### config.mk
export PLATFORM = sky130hd
export DESIGN_NAME = memory_configuration_register
export DESIGN_NICKNAME = d
export VERILOG_FILES = /design/src/design/memory_configuration_register.v
export VERILOG_INCLUDE_DIRS = /design/src /design/src/shared
export SDC_FILE = /design/constraint.sdc
export NUM_CORES = 1
export LEC_CHECK = 0
export BUFFER_PORTS_ARGS = -buffer_cell sky130_fd_sc_hd__buf_4
export CAP_MARGIN = 20
export CORE_MARGIN = 1
export CORE_UTILIZATION = 50
export CTS_BUF_LIST = sky130_fd_sc_hd__clkbuf_4
export CTS_CLUSTER_SIZE = 14
export DETAILED_ROUTE_END_ITERATION = 8
export PLACE_DENSITY = 0.81
export SLEW_MARGIN = 20
export SYNTH_ARGS = -nofsm -noshare
export SYNTH_HDL_FRONTEND = slang
export SYNTH_SLANG_ARGS = --single-unit
### constraint.sdc
create_clock -name mclk -period 2.6 [get_ports mclk]
set_input_delay 0.65 -clock mclk [delete_from_list [all_inputs] [get_ports mclk]]
set_output_delay 0.65 -clock mclk [all_outputs]
set_load 0.005 [all_outputs]
### src/shared/memory_configuration_map.vh
// Field positions, reset values and field codes of the memory configuration register.
// Assumes a single 10 MHz processor clock and a global-register write strobe from the core.
// Operation
// - Page code picks column range top bit 15 down to 8; bottom bit by bus width.
// - Register is write-only; software can never read its contents back.
// - Reset sets every register bit to one.
// - Bit 25 one gives rail-to-rail output, zero gives reduced level.
// - Bit 24 one selects 5.0 V input threshold, zero selects 3.3 V.
// - Bit 22 one keeps processor active, zero requests power-down.
// - Bit 21 one marks space zero non-DRAM, zero marks it DRAM.
// - Bit 20 one is normal internal RAM refresh, zero is refresh test.
// - Bits 18:16 set refresh interval 2 to 128 cycles; 111 disables refresh.
// - Bits 14:12 place entry table in space 0,1,2, internal RAM or space 3.
// - Bits 11:8 are hold-break controls for spaces 3..0; zero enables.
// - Two-bit width per space: 11 8-bit, 10 16-bit, 00 32-bit, 01 reserved.
// - Power-down starts only on a one-to-zero change of the sleep bit.
// - Entry waits for pipeline drain; interrupt wakes without setting bit, reset wakes and sets it.
// - Enabled hold break skips hold cycles for a same-space next access.
// - Space three places table at its end; other choices at the beginning.
`ifndef MEMORY_CONFIGURATION_MAP_VH
`define MEMORY_CONFIGURATION_MAP_VH
`define MCFG_RESET 32'hFFFF_FFFF
`define MCFG_OUT_LEVEL 25
`define MCFG_IN_LEVEL 24
`define MCFG_SLEEP 22
`define MCFG_S0_KIND 21
`define MCFG_REF_CHECK 20
`define MCFG_REF_HI 18
`define MCFG_REF_LO 16
`define MCFG_VEC_HI 14
`define MCFG_VEC_LO 12
`define MCFG_SKIP_HI 11
`define MCFG_SKIP_LO 8
`define MCFG_W3_LO 6
`define MCFG_W2_LO 4
`define MCFG_W1_LO 2
`define MCFG_W0_LO 0
`define WIDTH_8 2'h3
`define WIDTH_16 2'h2
`define WIDTH_32 2'h0
`define REF_OFF 3'h7
`define PAGE_TOP_BASE 4'hF
`define VEC_S0 3'h0
`define VEC_S1 3'h1
`define VEC_S2 3'h2
`define VEC_INTERNAL_RAM 3'h3
`define VEC_S3 3'h7
`define VEC_AT_END 1'h1
`endif

### src/design/memory_configuration_register.v
// Write-only memory configuration register with decoded field outputs.
// Assumes the core drives a one-cycle write strobe for the global register slot
// and reports memory pipeline idle, interrupt and the selected space of accesses.
`include "memory_configuration_map.vh"
`default_nettype none
module memory_configuration_register (
  input wire mclk,
  input wire reset,
  input wire cfgWrite,
  input wire [31:0] cfgData,
  input wire [2:0] dramPageCode,
  input wire pipeEmpty,
  input wire wakeEvent,
  input wire [1:0] curSpace,
  input wire [1:0] nextSpace,
  input wire nextValid,
  output reg outputDriveLevel,
  output reg inputLevelSelect,
  output reg spaceZeroIsDram,
  output reg refreshCheckMode,
  output reg refreshEnable,
  output reg [7:0] refreshInterval,
  output reg [2:0] vectorTablePlacement,
  output reg vectorTableAtEnd,
  output reg vectorTableValid,
  output reg [3:0] holdSkip,
  output reg [7:0] spaceWidths,
  output reg [3:0] columnTopBit,
  output reg [1:0] columnLowBit,
  output wire skipHold,
  output reg sleeping
);

  localparam ST_ACTIVE = 3'b001;
  localparam ST_DRAIN = 3'b010;
  localparam ST_SLEEP = 3'b100;

  reg [31:0] config_r;
  reg sleepPrev_r;
  reg [2:0] state_r;
  reg [2:0] state_nxt;

  // Lowest column bit from a two-bit width code; reserved code treated as 32-bit.
  function [1:0] low_bit;
    input [1:0] w;
    begin
      case (w)
        `WIDTH_8: low_bit = 2'h0;
        `WIDTH_16: low_bit = 2'h1;
        default: low_bit = 2'h2;
      endcase
    end
  endfunction

  // Holding register; not readable anywhere on the core side.
  always @(posedge mclk or posedge reset) begin
    if (reset) begin
      config_r <= `MCFG_RESET;
    end else if (cfgWrite) begin
      config_r <= cfgData;
    end
  end

  // Decoded outputs follow the register one cycle after a write; columnTopBit follows dramPageCode each cycle.
  always @(posedge mclk or posedge reset) begin
    if (reset) begin
      outputDriveLevel <= 1'b1;
      inputLevelSelect <= 1'b1;
      spaceZeroIsDram <= 1'b0;
      refreshCheckMode <= 1'b0;
      refreshEnable <= 1'b0;
      refreshInterval <= 8'h01;
      vectorTablePlacement <= `VEC_S3;
      vectorTableAtEnd <= 1'b1;
      vectorTableValid <= 1'b1;
      holdSkip <= 4'h0;
      spaceWidths <= 8'hFF;
      columnTopBit <= 4'h8;
      columnLowBit <= 2'h0;
    end else begin
      outputDriveLevel <= config_r[`MCFG_OUT_LEVEL];
      inputLevelSelect <= config_r[`MCFG_IN_LEVEL];
      spaceZeroIsDram <= ~config_r[`MCFG_S0_KIND];
      refreshCheckMode <= ~config_r[`MCFG_REF_CHECK];
      refreshEnable <= config_r[`MCFG_REF_HI:`MCFG_REF_LO] != `REF_OFF;
      refreshInterval <= 8'h80 >> config_r[`MCFG_REF_HI:`MCFG_REF_LO];
      vectorTablePlacement <= config_r[`MCFG_VEC_HI:`MCFG_VEC_LO];
      vectorTableAtEnd <= config_r[`MCFG_VEC_HI:`MCFG_VEC_LO] == `VEC_S3;
      vectorTableValid <= config_r[`MCFG_VEC_HI:`MCFG_VEC_LO] <= `VEC_INTERNAL_RAM ||
        config_r[`MCFG_VEC_HI:`MCFG_VEC_LO] == `VEC_S3;
      holdSkip <= ~config_r[`MCFG_SKIP_HI:`MCFG_SKIP_LO];
      spaceWidths <= config_r[7:0];
      columnTopBit <= `PAGE_TOP_BASE - {1'b0, dramPageCode};
      columnLowBit <= low_bit(config_r[`MCFG_W0_LO+1:`MCFG_W0_LO]);
    end
  end

  // Hold cycles are skipped when the break is enabled and the space repeats.
  assign skipHold = nextValid && (nextSpace == curSpace) && holdSkip[curSpace];

  // Power-down sequencer.
  always @* begin
    state_nxt = state_r;
    case (state_r)
      ST_ACTIVE: begin
        if (sleepPrev_r && !config_r[`MCFG_SLEEP]) begin
          state_nxt = pipeEmpty ? ST_SLEEP : ST_DRAIN;
        end
      end
      ST_DRAIN: begin
        if (wakeEvent) begin
          state_nxt = ST_ACTIVE;
        end else if (pipeEmpty) begin
          state_nxt = ST_SLEEP;
        end
      end
      ST_SLEEP: begin
        if (wakeEvent) begin
          state_nxt = ST_ACTIVE;
        end
      end
      default: state_nxt = ST_ACTIVE;
    endcase
  end

  always @(posedge mclk or posedge reset) begin
    if (reset) begin
      state_r <= ST_ACTIVE;
      sleepPrev_r <= 1'b1;
      sleeping <= 1'b0;
    end else begin
      state_r <= state_nxt;
      sleepPrev_r <= config_r[`MCFG_SLEEP];
      sleeping <= state_nxt == ST_SLEEP;
    end
  end

endmodule // memory_configuration_register
`default_nettype wire

==> metrics.md, run 1 <==
| Metric | Value |
|---|---|
| CTS Sinks | 63 |
| Avg Cell Area, Syn | 15.2 um2 |
| Int Pwr | 1.56 mW |
| CTS root buf | clkbuf_4 |
| Max Fanout on Critical Path | 4 |
| Power per standard cell area | 688 nW/um2 |
| Routed WL per cell | 13.4 um |
| H-Tree Depth | 3 |
| Number of maximum-capacitance violations | 0 |
| Placement-stage worst setup slack | 0.620 ns |
| Global-route wire length before repair | 5980 um |
| Final-stage net count | 269 |
| Pin count of the biggest net entering global routing | 36 |
| RSZ-0062 raised after global routing | no |
| Hold/Removal Path Class | primary input to async pin |
| Number of buffers inserted to repair setup after CTS | 0 |
| Dpl hpwl | 2660 um |
| Number of pins with negative max-slew slack in the final report | 0 |
| Combined area of all synthesized cells | 2240 um2 |
| Post-Syn Instances | 147 |
| Max-Slew Margin vs Limit | 0.609 |
| Fraction of power consumed by the clock network | 0.301 |
| Startpoint-to-endpoint class of the critical path | primary input to primary output |
| Unique cell type count in the Yosys netlist | 28 |
| Final hold slack | 0.316 ns |
| Y dimension of the die | 68.9 um |
| Port-buffer cells | 72 |
| Worst setup EP type | primary output |
| Initial core utilization | 0.540 |
| Switching power summed over all nets | 0.460 mW |
| YS warnings | 0 |
| Share of synthesized area occupied by flip-flops and latches | 0.727 |
| Status | completed |
| Worst slew pin tran | 0.585 ns |
| Proportion of total power due to net switching | 0.227 |
| Number of buffers on the longest clock path | 2 |
| Antenna violation net count after detailed routing | 0 |
| Sequential cell fraction of total power | 0.574 |
| Final-layout setup total negative slack | 0 ns |
| Peak ir drop on the vdd network | 573 uV |
| Power, Total | 2.02 mW |
| Most common cell after layout, fill and taps aside | buf_4 |
| Top library cells by usage in the layout, fill and taps aside | buf_4, dfstp_2, dfrtp_1, mux2_4, inv_1 |
| Count of endpoints failing setup in the final report | 0 |
| Share of the clock period used by the worst path | 0.758 |
| Logic gate share of total power | 0.125 |
| Startpoint types | primary input |
| Register bit count reported by yosys | 63 |
| Post-detailed-route DRC marker count | 0 |
| X dimension of the die | 68.9 um |
| Filler cell count | 299 |
| Layout area overhead | 31.4% |
| Share of cells above drive strength 1 | 0.638 |
| Achievable clock frequency | 507 MHz |
| Worst EP arrival | 1.32 ns |
| Final wirelength | 3750 um |
| First-pass iteration count of the detailed router | 4 |
| Leftover overflow at the end of global routing | 0 |
| Clock latency on the worst-skew pair | 0.39 ns |
| Minimum clock period | 1.97 ns |
| Die Outline Area | 4750 um2 |
| Number of antenna violations at the first check in global routing | 0 |
| Total via count in the routed design | 1330 |
| CTS tree | done |
| Slack of the critical path | 0.629 ns |
| Final count of hold timing violations | 0 |
| Pleak | 1.46 nW |
| Total global routing track utilization | 0.185 |
| Cell Rows | 23 |
| Net count after synthesis | 192 |
| Number of global-route vias before repair | 1358 |
| Post_cts resized | 0 |
| Core footprint | 4140 um2 |
| Final weighted congestion of routability-driven global placement | 0.694 |
| Clock transition at the registers of the reported paths | 0.09 ns |
| Number of top-level pins | 83 |
| Iter 0 DRT Violations | 66 |
| Clock buffers created by TritonCTS | 9 |
| Number of hold buffers added after cts | 0 |
| Inserted Diodes | 0 |
| Via-to-Cell Ratio | 4.77 |
| Fin Clk Skew | 0.00420 ns |
| WP data required | 1.95 ns |
metal layers:
layer | GRT usage | up-vias | wire (um)
li1 | - | 629 | -
met1 | 0.202 | 629 | 1330
met2 | 0.295 | 61 | 1860
met3 | 0.0822 | 11 | 469
met4 | 0.115 | 0 | 86
met5 | 0 | - | 0
power by group through the flow:
| stage | clock (mW) | sequential (mW) | combinational (mW) |
|---|---|---|---|
| after CTS | 0.625 | 1.16 | 0.258 |
| after floorplan | 0 | 1.17 | 0.123 |
| final | 0.610 | 1.16 | 0.253 |
| after global routing | 0.667 | 1.18 | 0.282 |
| after global placement | 0 | 1.18 | 0.250 |
| after detailed placement | 0 | 1.18 | 0.257 |
final cells by class:
| cell class | instances | area, um2 | area share |
|---|---|---|---|
| inverter | 13 | 48.8 | 0.0166 |
| sequential | 63 | 1630 | 0.553 |
| tap | 50 | 62.6 | 0.0213 |
| multi-input combinational | 64 | 517 | 0.176 |
| clock buffer | 10 | 75.1 | 0.0255 |
| timing repair buffer | 73 | 561 | 0.190 |
| clock inverter | 6 | 51.3 | 0.0174 |
state kept, by name, indices dropped and copies added, names as in the netlist, 2 cells and up:
name                  flops
state_r                   3
columnLowBit              2
vectorTablePlacement      3
spaceWidths               8
config_r                 23
holdSkip                  4
columnTopBit              3
refreshInterval           8
cell usage after synthesis:
cell type,number,share of area
dfstp_2,41,0.48
dfrtp_1,22,0.25
mux2_4,16,0.11
inv_1,13,0.022
nand2_1,11,0.018
o21ai_0,8,0.018
nor2_1,6,0.010
clkbuf_2,3,0.0067
nor3b_1,3,0.010
and3b_1,2,0.0078
buf_4,2,0.0067
nor2b_1,2,0.0056
nor3_1,2,0.0045
o2bb2ai_1,2,0.0078
a21oi_1,1,0.0022
a21oi_2,1,0.0039
and2_1,1,0.0028
and3_1,1,0.0028
and4b_4,1,0.0061
buf_2,1,0.0022
buf_6,1,0.0050
conb_1,1,0.0017
mux2i_1,1,0.0045
nand3_1,1,0.0022
o211a_1,1,0.0045
o211ai_1,1,0.0034
o21ba_1,1,0.0045
or2_1,1,0.0028
metrics by stage:
step                      cells  area (um2)   util
after detailed placement    263        2820  0.680
after CTS                   279        2940  0.710
after global placement      263        2820  0.680
after global routing        279        2940  0.710
after floorplan             147        2240      -
final                       279        2940  0.710
path summary, 6_finish.rpt:
| path | startpoint | to | slack, ns | cells after the start |
|---|---|---|---|---|
| max in group asynchronous | reset | config_r[14] | 1.63 | 3 |
| max | curSpace[0] | skipHold | 0.63 | 5 |
| max reg2reg | config_r[22] | state_r[1] | 1.56 | 2 |
| min in group mclk | config_r[2] | spaceWidths[2] | 0.37 | 0 |
| min reg2reg | config_r[2] | spaceWidths[2] | 0.37 | 0 |
| min | reset | columnLowBit[1] | 0.32 | 2 |
critical path, stage by stage:
cell	delay [ns]
buf_4	0.10
mux2i_1	0.17
nor2_1	0.06
o211a_1	0.21
buf_4	0.13
cells by family (layout without fill, tap and decap cells):
family / after synthesis / after routing / synth area share
multiplexers: 17 / 17 / 0.112
other: 1 / 1 / 0.00167
flip-flops: 63 / 63 / 0.727
AND/OR/NAND/NOR: 31 / 31 / 0.0732
AO/OA/AOI/OAI: 15 / 15 / 0.0441
buffers and inverters: 20 / 102 / 0.0425
(Power assumes the default switching activity.)
==> inputs of run 2 (changes only) <==
--- a/config.mk
+++ b/config.mk
@@ -6,14 +6,15 @@
 export SDC_FILE = /design/constraint.sdc
 export NUM_CORES = 1
 export LEC_CHECK = 0
+export ABC_AREA = 1
 export BUFFER_PORTS_ARGS = -buffer_cell sky130_fd_sc_hd__buf_4
 export CAP_MARGIN = 20
 export CORE_MARGIN = 1
-export CORE_UTILIZATION = 50
+export CORE_UTILIZATION = 45
 export CTS_BUF_LIST = sky130_fd_sc_hd__clkbuf_4
 export CTS_CLUSTER_SIZE = 14
 export DETAILED_ROUTE_END_ITERATION = 8
-export PLACE_DENSITY = 0.81
+export PLACE_DENSITY = 0.77
 export SLEW_MARGIN = 20
 export SYNTH_ARGS = -nofsm -noshare
 export SYNTH_HDL_FRONTEND = slang
==> constraint.sdc (replaced) <==
create_clock -name mclk -period 1.79 [get_ports mclk]
set_input_delay 0.4475 -clock mclk [delete_from_list [all_inputs] [get_ports mclk]]
set_output_delay 0.4475 -clock mclk [all_outputs]
set_load 0.005 [all_outputs]
==> metrics.md, run 2 <==
| Metric | Value |
|---|---|
| Cell Rows | 25 (+8.7%) |
| Port-buffer cells | 72 (unchanged) |
| Top flip-flop cell by instance count after synthesis | dfstp_2 |
| Startpoint-to-endpoint class of the critical path | flip-flop to primary output |
| Unique cell type count in the Yosys netlist | 17 (-39%) |
| Global-route wire length before repair | 6180 um (+3.3%) |
| Via-to-Cell Ratio | 4.41 (-7.4%) |
| Post_cts resized | 0 (unchanged) |
| Number of pins with negative max-slew slack in the final report | 0 (unchanged) |
| Total global routing track utilization | 0.163 (-0.0220) |
| Inserted Diodes | 0 (unchanged) |
| Final count of hold timing violations | 0 (unchanged) |
| Status | completed |
| Pin count of the biggest net entering global routing | 38 (+5.6%) |
| Number of top-level pins | 83 (unchanged) |
| Routed WL per cell | 11.2 um (-17%) |
| Slowest CP cell | dfrtp_1 |
| Top Family by Delay on Critical Path | flip-flops |
| Power, Total | 2.99 mW (+47%) |
| Dominant combinational cell family by area after synthesis | simple AND/OR/NAND/NOR gates |
| Top library cells by usage in the layout, fill and taps aside | buf_4, dfstp_2, nand2_1, inv_1, dfrtp_1 |
| CTS tree | done |
| Die Outline Area | 5230 um2 (+10%) |
| Core footprint | 4720 um2 (+14%) |
| Placement-stage worst setup slack | 0.256 ns (-0.364 ns) |
| Clock transition at the registers of the reported paths | 0.10 ns (about the same) |
| Cell repeated most along the worst path | nand2_1 |
| Top cell type's share of synthesized area | 0.485 (+0.00352) |
| Area fraction in compound gates after synthesis | 0.0338 (-0.0104) |
| Y dimension of the die | 72.3 um (+4.9%) |
| Worst EP arrival | 1.19 ns (-0.13 ns) |
| Largest area contributor in the netlist | dfstp_2 |
| List of cells traversed by the critical path | nand2_1, nand2_1, nand2_1, nand2_1, inv_1, nor2_1, buf_4 |
| Antenna violation net count after detailed routing | 0 (unchanged) |
| Peak ir drop on the vdd network | 538 uV (-6.0%) |
| Proportion of total power due to net switching | 0.245 (+0.0183) |
| YS warnings | 0 (unchanged) |
| Startpoint types | flip-flop |
| Met3 wire length | 317 um (-32%) |
| Initial core utilization | 0.471 (-0.0697) |
| Buffers & Inverters on Critical Path | 2 (unchanged) |
| Simple-gate area share of the yosys netlist | 0.115 (+0.0416) |
| Most common cell after layout, fill and taps aside | buf_4 |
| Combined area of all synthesized cells | 2220 um2 (-0.73%) |
| Post-synthesis adder-cell area fraction | 0 (unchanged) |
| Avg Cell Area, Syn | 12.1 um2 (-20%) |
| Share of synthesized area occupied by flip-flops and latches | 0.732 (+0.00532) |
| Longest individual stage delay on the worst path | 0.39 ns (+0.18 ns) |
| Number of hold buffers added after cts | 0 (unchanged) |
| Number of global-route vias before repair | 1431 (+5.4%) |
| Dpl hpwl | 2640 um (-0.55%) |
| Switching power summed over all nets | 0.733 mW (+59%) |
| Fraction of power consumed by the clock network | 0.304 (+0.003) |
| Total via count in the routed design | 1478 (+11%) |
| Most area-consuming cells after synthesis | dfstp_2, dfrtp_1, nand2_1 |
| Net count after synthesis | 228 (+19%) |
| Number of flip-flops under the largest register name | 23 (unchanged) |
| Largest registers | config_r (23), refreshInterval (8), spaceWidths (8) |
| Final hold slack | 0.0885 ns (-0.228 ns) |
| Mux share of post-synthesis cell area | 0.0490 (-0.0628) |
| Post-detailed-route DRC marker count | 0 (unchanged) |
| Wl on met1 | 1570 um (+18%) |
| WP data required | 1.34 ns (-0.61 ns) |
| Uppermost signal routing layer after detailed routing | met4 |
| Share of cells above drive strength 1 | 0.530 (-0.108) |
| Fin Clk Skew | 0.00650 ns (+0.00230 ns) |
| Commonest cells in the netlist | dfstp_2, nand2_1, inv_1 |
| Number of buffers on the longest clock path | 2 (unchanged) |
| First-pass iteration count of the detailed router | 4 (unchanged) |
| Hold/Removal Path Class | primary input to async pin |
| Worst slew pin tran | 0.506 ns (-0.0786 ns) |
| H-Tree Depth | 3 (unchanged) |
| Count of endpoints failing setup in the final report | 0 (unchanged) |
| Sequential cell fraction of total power | 0.564 (-0.010) |
| Number of buffers inserted to repair setup after CTS | 0 (unchanged) |
| Number of flops mapped to enable cells by yosys | 0 (unchanged) |
| Fraction of synthesized cell area in xor and xnor cells | 0 (unchanged) |
| Layout area overhead | 34.2% |
| Amount of wire on met2 after detailed routing | 1780 um (-4.3%) |
| Clock latency on the worst-skew pair | 0.38 ns (about the same) |
| Largest Register | config_r |
| Int Pwr | 2.25 mW (+44%) |
| Final-layout setup total negative slack | 0 ns (unchanged) |
| Worst setup EP type | primary output |
| FFs w/ async S/R, synth | 1.00 (unchanged) |
| CTS Sinks | 63 (unchanged) |
| Leftover overflow at the end of global routing | 0 (unchanged) |
| Clock buffers created by TritonCTS | 9 (unchanged) |
| Post-Syn Instances | 183 (+24%) |
| Logic gate share of total power | 0.132 (+0.007) |
| Slack of the critical path | 0.154 ns (-0.475 ns) |
| Max Fanout on Critical Path | 2 (-2) |
| RSZ-0062 raised after global routing | no |
| Count leader, synth | dfstp_2 |
| Number of antenna violations at the first check in global routing | 0 (unchanged) |
| Final wirelength | 3750 um (+0.13%) |
| Number of maximum-capacitance violations | 0 (unchanged) |
| Iter 0 DRT Violations | 41 (-38%) |
| CTS root buf | clkbuf_4 |
| Register bit count reported by yosys | 63 (unchanged) |
| Share of the clock period used by the worst path | 0.914 |
| Power per standard cell area | 1000 nW/um2 (+45%) |
| Final-stage net count | 308 (+14%) |
| X dimension of the die | 72.3 um (+4.9%) |
| Minimum clock period | 1.64 ns |
| Max-Slew Margin vs Limit | 0.662 (+0.0523) |
| Final weighted congestion of routability-driven global placement | 0.665 (-4.1%) |
| Pleak | 1.49 nW (+2.2%) |
| Achievable clock frequency | 611 MHz |
run 2: changes by cell type after synthesis, moves of 3 or more:
cell and change:
nor3b_1 -3, clkbuf_2 -3, inv_1 +17, mux2_2 +7
nand2_1 +28, nand3_1 +5, mux2_4 -14, o21ai_0 +7
nor3_1 +6
run 2: cell type report:
| class | instances | area (um2) |
|---|---|---|
| clock buffers | 9 | 67.6 |
| clock inverters | 7 | 63.8 |
| fillers | 389 | 1740 |
| inverters | 30 | 116 |
| multi-input cells | 85 | 443 |
| flip-flops and latches | 63 | 1630 |
| well taps | 67 | 83.8 |
| repair buffers | 74 | 581 |
run 2: power groups by stage:
stage	sequential [mW]	combinational, mW	clock, mW
5_1_grt	1.70	0.445	1.01
4_1_cts	1.69	0.401	0.948
3_3_place_gp	1.70	0.387	0
2_1_floorplan	1.71	0.184	0
6_report	1.68	0.395	0.908
3_5_place_dp	1.71	0.400	0
run 2: per-stage QoR:
stage	area (um2)	cells	util
finish	2980	335	0.632
global route	2980	335	0.632
CTS	2980	335	0.632
floorplan	2230	183	-
detailed placement	2850	319	0.604
global placement	2850	319	0.604
run 2: path summary, 6_finish.rpt:
check / start / to / slack, ns / cells after the start
worst max-delay path: holdSkip[3] / skipHold / 0.15 / 7
worst min-delay path: reset / refreshCheckMode / 0.09 / 2
worst max register to register: state_r[0] / state_r[2] / 0.72 / 5
worst min register to register: config_r[13] / vectorTablePlacement[1] / 0.37 / 0
max in group asynchronous: reset / config_r[16] / 1.16 / 3
min in group mclk: dramPageCode[1] / columnTopBit[1] / 0.19 / 2
run 2: cells by family after synthesis:
family,count (synthesis)
multiplexers,9
AO/OA/AOI/OAI,15
flip-flops,63
other,1
buffers and inverters,35
AND/OR/NAND/NOR,60
run 2: metal layers:
layer,up-vias,global-route usage
met3,9,0.0667
met1,688,0.185
met5,-,0
met4,0,0.118
li1,724,-
met2,57,0.250
